## config.mk

```make
export PLATFORM = sky130hd
export DESIGN_NAME = fci_host
export DESIGN_NICKNAME = d
export VERILOG_FILES = /design/src/include/fci_pkg.sv /design/src/include/fci_cyc_if.sv /design/src/design/fci_host.sv /design/src/design/fci_bus_cycle.sv
export SDC_FILE = /design/constraint.sdc
export NUM_CORES = 1
export LEC_CHECK = 0
export ABC_AREA = 0
export BUFFER_PORTS_ARGS = -buffer_cell sky130_fd_sc_hd__buf_2
export CORE_AREA = 8 8 145 147
export CTS_BUF_LIST = sky130_fd_sc_hd__clkbuf_8
export DETAILED_ROUTE_END_ITERATION = 12
export DIE_AREA = 0 0 153 155
export PLACE_DENSITY = 0.86
export SETUP_SLACK_MARGIN = 0.02
export SYNTH_ARGS = -nofsm -noshare
export SYNTH_HDL_FRONTEND = slang
export SYNTH_SLANG_ARGS = --single-unit
export TNS_END_PERCENT = 1
```

## constraint.sdc

```tcl
create_clock -name clock -period 3.1 [get_ports clock]
set_clock_uncertainty 0.05 [all_clocks]
set_input_delay 0.155 -clock clock [delete_from_list [all_inputs] [get_ports clock]]
set_output_delay 0.155 -clock clock [all_outputs]
set_load 0.05 [all_outputs]
```

## src/include/fci_pkg.sv

```systemverilog
// Constants, codes and types of the flash command host
package fci_pkg;
   localparam int CLK_NS = 10;
   localparam int T_WP_NS = 50;
   localparam int T_ACC_NS = 100;
   localparam int T_RP_NS = 100;
   localparam int WE_CYC = (T_WP_NS + CLK_NS - 1) / CLK_NS;
   localparam int ACC_CYC = (T_ACC_NS + CLK_NS - 1) / CLK_NS;
   localparam int RP_CYC = (T_RP_NS + CLK_NS - 1) / CLK_NS;
   localparam int SYNC_CYC = 2;
   localparam int ADDR_W = 22;
   localparam int DATA_W = 16;
   localparam int CNT_W = 5;
   localparam int BUF_WORD_AW = 4;
   localparam int READY_BIT = 7;
   localparam logic [7:0] QUERY_BASE = 8'h10;
   localparam logic [7:0] CMD_READ_ARRAY = 8'hff;
   localparam logic [7:0] CMD_READ_ID = 8'h90;
   localparam logic [7:0] CMD_QUERY = 8'h98;
   localparam logic [7:0] CMD_STATUS = 8'h70;
   localparam logic [7:0] CMD_CLR_STATUS = 8'h50;
   localparam logic [7:0] CMD_BUFFER = 8'he8;
   localparam logic [7:0] CMD_PROGRAM = 8'h40;
   localparam logic [7:0] CMD_PROGRAM_ALT = 8'h10;
   localparam logic [7:0] CMD_ERASE = 8'h20;
   localparam logic [7:0] CMD_CHIP_ERASE = 8'h30;
   localparam logic [7:0] CMD_SUSPEND = 8'hb0;
   localparam logic [7:0] CMD_CONFIRM = 8'hd0;
   localparam logic [7:0] CMD_PIN_CFG = 8'hb8;
   localparam logic [7:0] CMD_LOCK = 8'h60;
   localparam logic [7:0] CMD_LOCK_SET = 8'h01;
   typedef enum logic [3:0] {
      OP_READ_ARRAY, OP_READ_ID, OP_READ_QUERY, OP_READ_STATUS,
      OP_CLEAR_STATUS, OP_PROGRAM, OP_BUFFER_WRITE, OP_BLOCK_ERASE,
      OP_CHIP_ERASE, OP_SUSPEND, OP_RESUME, OP_SET_LOCK, OP_CLEAR_LOCKS,
      OP_PIN_CONFIG
   } fci_op_e;
   typedef enum logic [2:0] {
      ST_IDLE = 3'b000, ST_CMD = 3'b001, ST_POLL = 3'b011,
      ST_CNT = 3'b010, ST_DATA = 3'b110, ST_ARG = 3'b111,
      ST_READ = 3'b101, ST_DONE = 3'b100
   } fci_state_e;
   typedef enum logic [1:0] {
      CS_IDLE = 2'b00, CS_SETUP = 2'b01, CS_STROBE = 2'b11, CS_HOLD = 2'b10
   } fci_cyc_e;
endpackage : fci_pkg

```

## src/include/fci_cyc_if.sv

```systemverilog
// Bus cycle request channel between sequencer and cycle engine
`timescale 1ns/100ps
`default_nettype none
interface fci_cyc_if;
   logic start;
   logic isWrite;
   logic busy;
   logic done;
   logic [21:0] addr;
   logic [15:0] wdata;
   logic [15:0] rdata;
   modport ctl(output start, isWrite, addr, wdata,
      input busy, done, rdata);
   modport cyc(input start, isWrite, addr, wdata,
      output busy, done, rdata);
endinterface : fci_cyc_if
`default_nettype wire

```

## src/design/fci_host.sv

```systemverilog
// Host sequencer that drives a parallel flash command interface
// Notes on behaviour
// - Count, N+1 data words, then confirm
// - Buffer count refused if crossing boundary
// - Poll extended status before sending count
// - Only defined codes are ever written
// - Byte mode drives lowest address bit
`timescale 1ns/100ps
`default_nettype none
module fci_host (
   input wire logic clock,
   input wire logic rst_b,
   input wire logic reqValid,
   output logic reqReady,
   input wire fci_pkg::fci_op_e reqOp,
   input wire logic [21:0] reqAddr,
   input wire logic [15:0] reqData,
   input wire logic [4:0] reqCount,
   input wire logic byteMode,
   input wire logic protectHigh,
   input wire logic wrValid,
   output logic wrReady,
   input wire logic [15:0] wrData,
   output logic rspValid,
   output logic rspError,
   output logic [15:0] rspData,
   output logic flashCeN,
   output logic flashOeN,
   output logic flashWeN,
   output logic [21:0] flashAddr,
   output logic [15:0] flashDqOut,
   output logic flashDqOe,
   input wire logic [15:0] flashDqIn,
   output logic flashByteN,
   output logic flashRpN,
   output logic flashWp
);
   fci_cyc_if cycIf ();
   fci_pkg::fci_state_e state_r;
   fci_pkg::fci_op_e op_r;
   logic [21:0] addr_r;
   logic [21:0] dataAddr_r;
   logic [15:0] data_r;
   logic [4:0] count_r;
   logic [4:0] left_r;
   logic [7:0] lowByte_r;
   logic [7:0] rpCnt_r;
   logic readHi_r, pending_r, modeArray_r, busyOp_r, suspended_r;
   logic accept, busState, fits, lockOp;
   logic [5:0] sum;
   logic [21:0] readOff;
   logic [7:0] firstCode;
   logic [15:0] argData;

   fci_bus_cycle u_cycle (
      .clock(clock), .rst_b(rst_b), .cyc(cycIf.cyc),
      .pinCeN(flashCeN), .pinOeN(flashOeN), .pinWeN(flashWeN),
      .pinAddr(flashAddr), .pinDqOut(flashDqOut), .pinDqOe(flashDqOe),
      .pinDqIn(flashDqIn)
   );

   always_comb begin
      unique case (op_r)
         fci_pkg::OP_READ_ARRAY: firstCode = fci_pkg::CMD_READ_ARRAY;
         fci_pkg::OP_READ_ID: firstCode = fci_pkg::CMD_READ_ID;
         fci_pkg::OP_READ_QUERY: firstCode = fci_pkg::CMD_QUERY;
         fci_pkg::OP_READ_STATUS: firstCode = fci_pkg::CMD_STATUS;
         fci_pkg::OP_CLEAR_STATUS: firstCode = fci_pkg::CMD_CLR_STATUS;
         fci_pkg::OP_PROGRAM: firstCode = fci_pkg::CMD_PROGRAM;
         fci_pkg::OP_BUFFER_WRITE: firstCode = fci_pkg::CMD_BUFFER;
         fci_pkg::OP_BLOCK_ERASE: firstCode = fci_pkg::CMD_ERASE;
         fci_pkg::OP_CHIP_ERASE: firstCode = fci_pkg::CMD_CHIP_ERASE;
         fci_pkg::OP_SUSPEND: firstCode = fci_pkg::CMD_SUSPEND;
         fci_pkg::OP_RESUME: firstCode = fci_pkg::CMD_CONFIRM;
         fci_pkg::OP_PIN_CONFIG: firstCode = fci_pkg::CMD_PIN_CFG;
         default: firstCode = fci_pkg::CMD_LOCK;
      endcase
      unique case (op_r)
         fci_pkg::OP_PROGRAM: argData = data_r;
         fci_pkg::OP_PIN_CONFIG: argData = {8'h00, data_r[7:0]};
         fci_pkg::OP_SET_LOCK: argData = {8'h00, fci_pkg::CMD_LOCK_SET};
         default: argData = {8'h00, fci_pkg::CMD_CONFIRM};
      endcase
   end

   assign lockOp = reqOp == fci_pkg::OP_SET_LOCK ||
      reqOp == fci_pkg::OP_CLEAR_LOCKS;
   // Boundary check for the buffered count
   assign sum = byteMode ? 6'({1'b0, reqAddr[4:0]} + {1'b0, reqCount}) :
      6'({2'b00, reqAddr[3:0]} + {1'b0, reqCount});
   assign fits = sum < (byteMode ? 6'h20 : 6'h10);
   assign reqReady = state_r == fci_pkg::ST_IDLE && flashRpN;
   assign accept = reqValid && reqReady;
   assign busState = state_r != fci_pkg::ST_IDLE &&
      state_r != fci_pkg::ST_DONE;
   assign readOff = addr_r + {21'h00000, readHi_r};
   assign cycIf.start = busState && !pending_r && !cycIf.busy &&
      (state_r != fci_pkg::ST_DATA || wrValid);
   assign wrReady = state_r == fci_pkg::ST_DATA && cycIf.start;
   assign cycIf.isWrite = state_r != fci_pkg::ST_POLL &&
      state_r != fci_pkg::ST_READ;

   always_comb begin
      cycIf.addr = addr_r;
      cycIf.wdata = {8'h00, firstCode};
      unique case (state_r)
         fci_pkg::ST_CNT: cycIf.wdata = {11'h000, count_r};
         fci_pkg::ST_DATA: begin
            cycIf.addr = dataAddr_r;
            cycIf.wdata = wrData;
         end
         fci_pkg::ST_ARG: cycIf.wdata = argData;
         fci_pkg::ST_READ: if (byteMode && op_r != fci_pkg::OP_READ_STATUS)
            cycIf.addr = {readOff[20:0], 1'b0};
         else
            cycIf.addr = readOff;
         default: ;
      endcase
   end

   // Reset pulse on the flash, then read array is the known mode
   always_ff @(posedge clock or negedge rst_b) begin
      if (!rst_b) begin
         rpCnt_r <= 8'h00;
         flashRpN <= 1'b0;
         flashByteN <= 1'b1;
      end else begin
         flashByteN <= !byteMode;
         if (rpCnt_r != 8'(fci_pkg::RP_CYC))
            rpCnt_r <= rpCnt_r + 8'h01;
         else
            flashRpN <= 1'b1;
      end
   end

   always_ff @(posedge clock or negedge rst_b) begin
      if (!rst_b) begin
         flashWp <= 1'b0;
      end else if (accept) begin
         flashWp <= lockOp || protectHigh;
      end
   end

   always_ff @(posedge clock or negedge rst_b) begin
      if (!rst_b)
         pending_r <= 1'b0;
      else if (cycIf.start)
         pending_r <= 1'b1;
      else if (cycIf.done)
         pending_r <= 1'b0;
   end

   always_ff @(posedge clock or negedge rst_b) begin
      if (!rst_b) begin
         state_r <= fci_pkg::ST_IDLE;
         op_r <= fci_pkg::OP_READ_ARRAY;
         addr_r <= 22'h000000;
         dataAddr_r <= 22'h000000;
         data_r <= 16'h0000;
         count_r <= 5'h00;
         left_r <= 5'h00;
         readHi_r <= 1'b0;
         lowByte_r <= 8'h00;
         rspValid <= 1'b0;
         rspError <= 1'b0;
         rspData <= 16'h0000;
      end else begin
         rspValid <= 1'b0;
         unique case (state_r)
            fci_pkg::ST_IDLE: if (accept) begin
               op_r <= reqOp;
               addr_r <= reqAddr;
               dataAddr_r <= reqAddr;
               data_r <= reqData;
               count_r <= reqCount;
               readHi_r <= 1'b0;
               rspError <= 1'b0;
               state_r <= fci_pkg::ST_CMD;
               if (reqOp == fci_pkg::OP_READ_ARRAY) begin
                  if (busyOp_r && !suspended_r) begin
                     rspError <= 1'b1;
                     state_r <= fci_pkg::ST_DONE;
                  end else if (modeArray_r)
                     state_r <= fci_pkg::ST_DONE;
               end
               if (reqOp == fci_pkg::OP_BUFFER_WRITE && !fits) begin
                  rspError <= 1'b1;
                  state_r <= fci_pkg::ST_DONE;
               end
            end
            fci_pkg::ST_CMD: if (cycIf.done) begin
               unique case (op_r)
                  fci_pkg::OP_READ_ID, fci_pkg::OP_READ_QUERY,
                  fci_pkg::OP_READ_STATUS: state_r <= fci_pkg::ST_READ;
                  fci_pkg::OP_BUFFER_WRITE: state_r <= fci_pkg::ST_POLL;
                  fci_pkg::OP_PROGRAM, fci_pkg::OP_BLOCK_ERASE,
                  fci_pkg::OP_CHIP_ERASE, fci_pkg::OP_SET_LOCK,
                  fci_pkg::OP_CLEAR_LOCKS, fci_pkg::OP_PIN_CONFIG:
                     state_r <= fci_pkg::ST_ARG;
                  default: state_r <= fci_pkg::ST_DONE;
               endcase
            end
            fci_pkg::ST_POLL: if (cycIf.done) begin
               state_r <= cycIf.rdata[fci_pkg::READY_BIT] ?
                  fci_pkg::ST_CNT : fci_pkg::ST_CMD;
            end
            fci_pkg::ST_CNT: if (cycIf.done) begin
               left_r <= count_r;
               state_r <= fci_pkg::ST_DATA;
            end
            fci_pkg::ST_DATA: if (cycIf.done) begin
               dataAddr_r <= dataAddr_r + 22'h000001;
               left_r <= left_r - 5'h01;
               if (left_r == 5'h00)
                  state_r <= fci_pkg::ST_ARG;
            end
            fci_pkg::ST_ARG: if (cycIf.done)
               state_r <= fci_pkg::ST_DONE;
            fci_pkg::ST_READ: if (cycIf.done) begin
               if (op_r == fci_pkg::OP_READ_QUERY && !readHi_r) begin
                  readHi_r <= 1'b1;
                  lowByte_r <= cycIf.rdata[7:0];
               end else begin
                  rspData <= op_r == fci_pkg::OP_READ_QUERY ?
                     {cycIf.rdata[7:0], lowByte_r} : cycIf.rdata;
                  state_r <= fci_pkg::ST_DONE;
               end
            end
            fci_pkg::ST_DONE: begin
               rspValid <= 1'b1;
               state_r <= fci_pkg::ST_IDLE;
            end
         endcase
      end
   end

   // Host view of the device mode and of its running operation
   always_ff @(posedge clock or negedge rst_b) begin
      if (!rst_b) begin
         modeArray_r <= 1'b1;
         busyOp_r <= 1'b0;
         suspended_r <= 1'b0;
      end else if (cycIf.done) begin
         if (state_r == fci_pkg::ST_CMD) begin
            modeArray_r <= op_r == fci_pkg::OP_READ_ARRAY;
            if (op_r == fci_pkg::OP_SUSPEND && busyOp_r)
               suspended_r <= 1'b1;
            if (op_r == fci_pkg::OP_RESUME && suspended_r)
               suspended_r <= 1'b0;
         end
         if (state_r == fci_pkg::ST_ARG && op_r != fci_pkg::OP_PIN_CONFIG)
            busyOp_r <= 1'b1;
         if (state_r == fci_pkg::ST_READ && op_r == fci_pkg::OP_READ_STATUS
            && cycIf.rdata[fci_pkg::READY_BIT] && !suspended_r)
            busyOp_r <= 1'b0;
      end
   end

   a_cmd_upper_zero: assert property (
      @(posedge clock) disable iff (!rst_b)
      cycIf.start && state_r == fci_pkg::ST_CMD |->
      cycIf.wdata[15:8] == 8'h00)
      else $error("command write with nonzero upper byte");
   a_prog_setup: assert property (
      @(posedge clock) disable iff (!rst_b)
      cycIf.start && state_r == fci_pkg::ST_CMD &&
      op_r == fci_pkg::OP_PROGRAM |-> cycIf.wdata[7:0] ==
      fci_pkg::CMD_PROGRAM || cycIf.wdata[7:0] == fci_pkg::CMD_PROGRAM_ALT)
      else $error("bad program setup code");
   a_buf_confirm: assert property (
      @(posedge clock) disable iff (!rst_b)
      cycIf.start && state_r == fci_pkg::ST_ARG &&
      op_r == fci_pkg::OP_BUFFER_WRITE |-> cycIf.wdata[7:0] ==
      fci_pkg::CMD_CONFIRM && dataAddr_r == addr_r + 22'(count_r) + 22'h1)
      else $error("buffer confirm at wrong position");
   a_buf_bound: assert property (
      @(posedge clock) disable iff (!rst_b)
      state_r == fci_pkg::ST_CNT |-> (byteMode ?
      6'(addr_r[4:0]) + 6'(count_r) < 6'h20 :
      6'(addr_r[3:0]) + 6'(count_r) < 6'h10))
      else $error("buffer count crosses boundary");
   a_poll_first: assert property (
      @(posedge clock) disable iff (!rst_b)
      $rose(state_r == fci_pkg::ST_CNT) |->
      $past(state_r) == fci_pkg::ST_POLL &&
      $past(cycIf.rdata[fci_pkg::READY_BIT]))
      else $error("count sent without buffer available");
   a_erase_confirm: assert property (
      @(posedge clock) disable iff (!rst_b)
      cycIf.start && state_r == fci_pkg::ST_ARG &&
      (op_r == fci_pkg::OP_BLOCK_ERASE || op_r == fci_pkg::OP_CHIP_ERASE)
      |-> cycIf.wdata == {8'h00, fci_pkg::CMD_CONFIRM})
      else $error("erase without confirm");
   a_lock_wp: assert property (
      @(posedge clock) disable iff (!rst_b)
      busState && (op_r == fci_pkg::OP_SET_LOCK ||
      op_r == fci_pkg::OP_CLEAR_LOCKS) |-> flashWp)
      else $error("lock operation with protect low");
   a_array_refuse: assert property (
      @(posedge clock) disable iff (!rst_b)
      accept && reqOp == fci_pkg::OP_READ_ARRAY && busyOp_r && !suspended_r
      |-> ##2 rspValid && rspError)
      else $error("read array not refused while busy");
   a_query_even: assert property (
      @(posedge clock) disable iff (!rst_b)
      cycIf.start && state_r == fci_pkg::ST_READ && byteMode &&
      op_r == fci_pkg::OP_READ_QUERY |-> !cycIf.addr[0])
      else $error("byte mode query on odd address");

   c_program: cover property (@(posedge clock) disable iff (!rst_b)
      state_r == fci_pkg::ST_ARG && op_r == fci_pkg::OP_PROGRAM &&
      cycIf.done);
   c_buffer: cover property (@(posedge clock) disable iff (!rst_b)
      state_r == fci_pkg::ST_ARG && op_r == fci_pkg::OP_BUFFER_WRITE &&
      cycIf.done);
   c_query: cover property (@(posedge clock) disable iff (!rst_b)
      rspValid && op_r == fci_pkg::OP_READ_QUERY &&
      addr_r[7:0] == fci_pkg::QUERY_BASE);
   c_erase: cover property (@(posedge clock) disable iff (!rst_b)
      state_r == fci_pkg::ST_ARG && op_r == fci_pkg::OP_BLOCK_ERASE &&
      cycIf.done);
endmodule : fci_host
`default_nettype wire

```

## src/design/fci_bus_cycle.sv

```systemverilog
// One asynchronous flash bus cycle, read or write, on the pins
`timescale 1ns/100ps
`default_nettype none
module fci_bus_cycle (
   input wire logic clock,
   input wire logic rst_b,
   fci_cyc_if.cyc cyc,
   output logic pinCeN,
   output logic pinOeN,
   output logic pinWeN,
   output logic [21:0] pinAddr,
   output logic [15:0] pinDqOut,
   output logic pinDqOe,
   input wire logic [15:0] pinDqIn
);
   localparam int WE_CHK = fci_pkg::WE_CYC;
   fci_pkg::fci_cyc_e state_r;
   logic [4:0] cnt_r;
   logic write_r;
   logic [15:0] dqMeta_r;
   logic [15:0] dqSync_r;

   assign cyc.busy = state_r != fci_pkg::CS_IDLE;

   always_ff @(posedge clock or negedge rst_b) begin
      if (!rst_b) begin
         dqMeta_r <= 16'h0000;
         dqSync_r <= 16'h0000;
      end else begin
         dqMeta_r <= pinDqIn;
         dqSync_r <= dqMeta_r;
      end
   end

   always_ff @(posedge clock or negedge rst_b) begin
      if (!rst_b) begin
         state_r <= fci_pkg::CS_IDLE;
         cnt_r <= 5'h00;
         write_r <= 1'b0;
      end else begin
         unique case (state_r)
            fci_pkg::CS_IDLE: if (cyc.start) begin
               write_r <= cyc.isWrite;
               state_r <= fci_pkg::CS_SETUP;
            end
            fci_pkg::CS_SETUP: begin
               cnt_r <= write_r ? 5'(fci_pkg::WE_CYC - 1) :
                  5'(fci_pkg::ACC_CYC + fci_pkg::SYNC_CYC - 1);
               state_r <= fci_pkg::CS_STROBE;
            end
            fci_pkg::CS_STROBE: if (cnt_r == 5'h00) begin
               state_r <= fci_pkg::CS_HOLD;
            end else begin
               cnt_r <= cnt_r - 5'h01;
            end
            fci_pkg::CS_HOLD: state_r <= fci_pkg::CS_IDLE;
         endcase
      end
   end

   // Data stays driven across the rising write strobe so it is latched
   always_ff @(posedge clock or negedge rst_b) begin
      if (!rst_b) begin
         pinCeN <= 1'b1;
         pinOeN <= 1'b1;
         pinWeN <= 1'b1;
         pinAddr <= 22'h000000;
         pinDqOut <= 16'h0000;
         pinDqOe <= 1'b0;
      end else begin
         if (state_r == fci_pkg::CS_IDLE && cyc.start) begin
            pinCeN <= 1'b0;
            pinAddr <= cyc.addr;
            pinDqOut <= cyc.wdata;
            pinDqOe <= cyc.isWrite;
         end
         if (state_r == fci_pkg::CS_SETUP) begin
            pinWeN <= !write_r;
            pinOeN <= write_r;
         end
         if (state_r == fci_pkg::CS_STROBE && cnt_r == 5'h00) begin
            pinWeN <= 1'b1;
            pinOeN <= 1'b1;
         end
         if (state_r == fci_pkg::CS_HOLD) begin
            pinCeN <= 1'b1;
            pinDqOe <= 1'b0;
         end
      end
   end

   always_ff @(posedge clock or negedge rst_b) begin
      if (!rst_b) begin
         cyc.rdata <= 16'h0000;
         cyc.done <= 1'b0;
      end else begin
         cyc.done <= state_r == fci_pkg::CS_HOLD;
         if (state_r == fci_pkg::CS_STROBE && cnt_r == 5'h00 && !write_r)
            cyc.rdata <= dqSync_r;
      end
   end

   a_we_data_held: assert property (
      @(posedge clock) disable iff (!rst_b)
      $rose(pinWeN) |-> pinDqOe && $stable(pinDqOut) && !pinCeN)
      else $error("write data not held at strobe rise");
   a_we_width: assert property (
      @(posedge clock) disable iff (!rst_b)
      $fell(pinWeN) |-> ##WE_CHK $rose(pinWeN))
      else $error("write strobe width wrong");
endmodule : fci_bus_cycle
`default_nettype wire

```

-- Word level (Yosys, flattened, before mapping)
Memory sizes are Yosys's and may differ from the RTL's.
Index checks and enable logic that the tools add are counted.
W data, S select, Z words.
- register bits after elaboration: 218
- memory bits (read-only): 176
- input bits: 85
- output and inout port bits: 65
- logic and storage cells: 201
- memories: 2
- $add $sub $neg: 7
- order comparisons: 1
- eq/ne operators: 40
- mux-type cells: 56
- bitwise operators: 1
- reduce and logical (&&, ||, !) cells: 61
- memory list (name ; depth ; width ; read ports ; clocked after Yosys merged registers in ; wr ports ; line ; RTL):
    (no name shown) ; 16 ; 8 ; 1 ; 0 ; 0 ; fci_host.sv:63 ; unique case (op_r)
    (no name shown) ; 16 ; 3 ; 1 ; 0 ; 0 ; fci_host.sv:192 ; unique case (op_r)
- operators with widths (operator ; number):
    $pmux W16 S3 ; 2
    $pmux W22 S2 ; 2
    $mux W22 ; 3
    $mux W3 ; 13
    $eq A4 B4 Y1 const B ; 6
    $pmux W3 S8 ; 1
    $add A22 B1 Y22 ; 1
    $add A22 B1 Y22 const B ; 1
    $logic_and A1 B1 Y1 ; 21
    $mux W1 ; 21
    $pmux W5 S2 ; 2
    $reduce_bool A2 Y1 ; 10
    $mux W16 ; 1
    $ne A2 B1 Y1 const B ; 8
    $mux W5 ; 3
    $reduce_and A3 Y1 ; 5
    $eq A3 B3 Y1 const B ; 4
    $mux W6 ; 2
    $reduce_and A2 Y1 ; 6
    $logic_not A5 Y1 ; 2
    $ne A2 B2 Y1 const B ; 5
    $sub A5 B1 Y5 const B ; 2
    $ne A3 B3 Y1 const B ; 3
    $reduce_and A9 Y1 ; 1
    26 further kinds ; 41

-- Longest topological paths before layout
- word-level depth: 8
- gate-level depth with buffers: 13
- mapped depth without buffers: 13

-- Cells and area by module
A second synthesis with hierarchy kept.
- cell total of the unflattened synthesis: 1115
- area, all modules: 10943.0 um^2
- by module, submodules not included (module ; instances ; cells each ; area an instance (um^2)):
    fci_host ; 1 ; 912 ; 7527.2
    fci_bus_cycle ; 1 ; 203 ; 3415.8

-- Worst setup path after synthesis
Ideal clock, no wire load.
- kind: input to register
- from: in reqAddr[1]
- to: reg state_r[0]
- arrival: 2.228 ns
- path slack: 0.701 ns
- stages on the path: 12
- path through: ha_1 > a31o_2 > a21oi_1 > nor2b_1 > o21ai_0 > nand2b_1 > ha_1 > o2111ai_1 > a311oi_1 > nand3_1 > a32o_1 > a22o_1
- cells in the longest elaborated chain, start to end: 8
- elaborated cells on any way between the ends: 9
- classes of those cells: add/sub (2); order compare (1); mux (4); reduce/logical (2)
- ends and longest elaborated chain (item ; line ; RTL):
    start, declared ; fci_host.sv:16 ; input wire logic [21:0] reqAddr,
    $add A4 B5 Y6 or $add A5 B5 Y6 (tied branches) ; fci_host.sv:90, fci_host.sv:89 ;
    $mux W6 (*) ; fci_host.sv:89 ; assign sum = byteMode ? 6'({1'b0, reqAddr[4:0]} + {1'b0, reqCount}) :
    $lt A6 B6 Y1 (*) ; fci_host.sv:91 ; assign fits = sum < (byteMode ? 6'h20 : 6'h10);
    $logic_not A1 Y1 (*) ; fci_host.sv:186 ; if (reqOp == fci_pkg::OP_BUFFER_WRITE && !fits) begin
    $logic_and A1 B1 Y1 (*) ; fci_host.sv:186 ;
    $mux W3 (*) ; fci_host.sv:186 ;
    $mux W3 (*) ; fci_host.sv:170 ; fci_pkg::ST_IDLE: if (accept) begin
    $pmux W3 S8 (*) ; fci_host.sv:169 ; unique case (state_r)
    end signal, assigned ; fci_host.sv:178 ; state_r <= fci_pkg::ST_CMD;
    end signal, assigned ; fci_host.sv:184 ; state_r <= fci_pkg::ST_DONE;
    end signal, assigned ; fci_host.sv:188 ; state_r <= fci_pkg::ST_DONE;
    end, declared ; fci_host.sv:39 ; fci_pkg::fci_state_e state_r;
Every way passes the cells marked *; elsewhere a longest branch is shown, timed or not. The select of a mux whose other input is x is not followed.
A chain may end at the register's enable or synchronous reset.

-- Worst setup path in the final report
- from: reg state_r[0]
- to: out wrReady
- cells in the longest elaborated chain, start to end: 6
- elaborated cells on any way between the ends: 10
- classes of those cells: eq/ne (3); reduce/logical (7)
- ends and longest elaborated chain (item ; line ; RTL):
    start signal, assigned ; fci_host.sv:155 ; state_r <= fci_pkg::ST_IDLE;
    start signal, assigned ; fci_host.sv:178 ;
    start signal, assigned ; fci_host.sv:182 ; state_r <= fci_pkg::ST_DONE;
    $ne A3 B3 Y1 or $reduce_bool A3 Y1 (tied branches) ; fci_host.sv:95, fci_host.sv:94 ;
    $logic_and A1 B1 Y1 ; fci_host.sv:94 ; assign busState = state_r != fci_pkg::ST_IDLE &&
    $logic_and A1 B1 Y1 (3 in a row) ; fci_host.sv:97 ; assign cycIf.start = busState && !pending_r && !cycIf.busy &&
    $logic_and A1 B1 Y1 (*) ; fci_host.sv:99 ; assign wrReady = state_r == fci_pkg::ST_DATA && cycIf.start;
    end, declared ; fci_host.sv:22 ; output logic wrReady,
Every way passes the cells marked *; elsewhere a longest branch is shown, timed or not.

==> summary.md <==
| Metric | Value |
|---|---|
| Initial DRC count | `1064` |
| Tcrit/Tclk final | `92.3%` |
| CP max stage delay | `600 ps` |
| Max IR drop VDD | `0.626 mV` |
| CP top delay family | `simple AND/OR/NAND/NOR gates` |
| Fin cells | `1569` |
| Worst-skew pair later-pin latency | `540 ps` |
| Antenna cell count | `0` |
| Synthesized instance count | `1090` |
| Area growth, synth to finish | `22.7%` |
| Largest net degree at the start of global routing | `115` |
| Ys Warns | `0` |
| CP startpoint kind | `register` |
| Starting Density | `57.9%` |
| Vias per inst | `6.28` |
| Layout filler cell count | `1304` |
| Worst EP required | `2890 ps` |
| Setup TNS | `0 ps` |
| Pre-antenna DRT Iters | `6` |
| P_sw | `6.37 mW` |
| Achievable Freq | `350 MHz` |
| Data arrival, critical path | `2660 ps` |
| Netlist Area Pre-Place | `11000 um2` |
| Synth unique cells | `75` |
| H-tree depth | `2` |
| DP Wirelength | `21.1 mm` |
| Share of cells above drive strength 1 | `24.3%` |
| Global-route wire length before repair | `51.0 mm` |
| Root Buffer Master | `clkbuf_8` |
| Fraction of registers with async set/reset | `100%` |
| Hold/Removal Path Class | `in -> reg` |
| Max Slew Vio Count | `0` |
| Row Count | `51` |
| Outcome | `completed` |
| Die Area | `23700 um2` |
| RePlAce Congestion | `0.922` |
| Sequential share of power | `37.9%` |
| Avg Synthesized Cell Area | `10.1 um2` |
| Final hold slack | `9.62 ps` |
| Top FF cell, synth | `dfrtp_1` |
| Max Cap Viol | `0` |
| DR vias | `9850` |
| Final #Nets | `1408` |
| Rel. slew slack | `39.5%` |
| Die Y | `155 um` |
| GRT Util Overall | `26.3%` |
| Sink Count | `218` |
| Slew @ Worst Pin | `900 ps` |
| Top-level port count | `150` |
| Final hold vios | `0` |
| Final ANT Viol Nets | `0` |
| Max clock buf depth | `3` |
| Routed WL | `31.4 mm` |
| RSZ-0062 raised after global routing | `false` |
| IO Port Bufs | `149` |
| Leading cell type in the layout, fill and taps excluded | `dfrtp_1` |
| Critical path buffers and inverters | `1` |
| CTS tree | `yes` |
| Setup violations, final | `0` |
| Yosys reg bits | `218` |
| Register area share after synthesis | `49.8%` |
| CP max FO | `15` |
| Placed cells | `1427` |
| Comb power frac | `43.2%` |
| P_leak | `5.94 nW` |
| Area of placed instances | `11900 um2` |
| P per Cell Area | `1040 nW/um2` |
| Routed len/inst | `20.0 um` |
| Post-route cell area | `13500 um2` |
| Switching Share | `45.7%` |
| Number of global-route vias before repair | `9942` |
| Post-Syn Nets | `1194` |
| CP Cell Sequence | `nor2b_1 -> nand2_1 -> o21ai_4 -> nor2_1 -> buf_2` |
| Final min period | `2860 ps` |
| Pint | `7.58 mW` |
| Core area | `19000 um2` |
| Initial antenna violation count | `0` |
| Number of synthesized flops with an enable pin | `0` |
| # DRC | `0` |
| Clock-pin slew on the worst setup and hold paths | `60 ps` |
| CTS Buf Count | `37` |
| Max stage delay cell, worst path | `o21ai_4` |
| Clk network pwr share | `18.8%` |
| CP Capture Type | `output pin` |
| Critical path class | `reg -> out` |
| Congestion Overflow GR | `0` |
| Most frequent cells in the layout | `dfrtp_1, buf_2, nand2_1, o21ai_0, nor2_1` |
| Die W | `153 um` |
Yosys cell counts, types with 15 or more instances:
library cell / instances / area share (%)
a21oi_1: 72 / 3.3
a221oi_1: 19 / 1.5
a31oi_1: 18 / 1.0
buf_2: 24 / 1.1
clkbuf_1: 44 / 1.5
dfrtp_1: 213 / 49
ha_1: 19 / 2.2
inv_1: 21 / 0.72
mux2_2: 70 / 7.2
mux2i_1: 22 / 2.0
nand2_1: 110 / 3.8
nand3_1: 36 / 1.6
nand4_1: 15 / 0.86
nor2_1: 80 / 2.7
nor3_1: 18 / 0.82
o21ai_0: 88 / 4.0
tightest hold or removal path, delay by kind of cell:
| kind | cells | cell delay [ps] |
|---|---|---|
| buf+inv | 1 | 80 |
| compound gates | 3 | 290 |
| simple gates | 1 | 40 |
flip-flops by register name, summed over array words and instances, names as in the netlist, 8 cells and up:
register,cells
addr_r,22
dataAddr_r,22
data_r,16
lowByte_r,8
rpCnt_r,8
rspData,16
u_cycle.cyc.rdata,16
u_cycle.dqMeta_r,16
u_cycle.dqSync_r,16
u_cycle.pinAddr,22
u_cycle.pinDqOut,16
stage by stage:
step / util [%] / power, mW / setup slack, ps
2_1_floorplan: - / 9.41 / 701
3_3_place_gp: 63.0 / 10.9 / 392
3_5_place_dp: 63.0 / 11.1 / 297
4_1_cts: 71.0 / 13.8 / 165
5_1_grt: 71.0 / 14.7 / 78.7
6_report: 71.0 / 14.0 / 240
metal layers:
metal	track usage, %	part of all wire [%]	wire length [um]	vias to the layer above
met4	14.0	4.7	1480	0
met2	43.5	48	15200	552
met3	6.44	9.0	2810	127
li1	-	-	-	4412
met1	31.5	38	11900	4759
met5	0	0	0	-
power by group through the flow:
stage          logic (mW)  clock network [mW]  registers, mW
2_1_floorplan        3.52                   0           5.89
3_3_place_gp         5.66                   0           5.20
3_5_place_dp         5.86                   0           5.26
4_1_cts              5.96                2.64           5.23
5_1_grt              6.52                2.80           5.42
6_report             6.03                2.63           5.29
cells by family (layout without fill, tap and decap cells):
| kind of cell | Yosys count | count (layout) | share of synthesized area [%] |
|---|---|---|---|
| flops | 218 | 218 | 49.8 |
| buf+inv | 100 | 341 | 3.85 |
| simple gates | 344 | 344 | 15.9 |
| fa+ha+maj | 19 | 19 | 2.17 |
| mux | 93 | 93 | 9.40 |
| compound gates | 299 | 299 | 17.5 |
| xor+xnor | 17 | 17 | 1.36 |
layout make-up:
| type | count | area, um2 | share of cell area [%] |
|---|---|---|---|
| inverter | 21 | 78.8 | 0.586 |
| tap | 238 | 298 | 2.21 |
| multi-input combinational | 772 | 5110 | 38.0 |
| clock inverter | 24 | 173 | 1.28 |
| timing repair buffer | 254 | 1760 | 13.1 |
| sequential | 218 | 5460 | 40.6 |
| clock buffer | 42 | 578 | 4.30 |
final timing paths:
path / start / end / cells past startpoint / slack (ps)
max: state_r[0] / wrReady / 5 / 240
min: wrData[2] / u_cycle.pinDqOut[2] / 5 / 10
max reg2reg: addr_r[0] / u_cycle.pinAddr[21] / 7 / 350
min reg2reg: u_cycle.dqMeta_r[15] / u_cycle.dqSync_r[15] / 0 / 290
max in group asynchronous: rst_b / u_cycle.pinCeN / 3 / 1850
min in group asynchronous: rst_b / dataAddr_r[5] / 2 / 240
what timing repair did:
| action | CTS | global route |
|---|---|---|
| hold buffers | 76 | 0 |
| setup buffers | 0 | 0 |
| resized for setup | 0 | 1 |
| endpoints found under the setup margin | 0 | 1 |
| hold endpoints to repair | 202 | 0 |
Power figures use the tool's default switching activity.
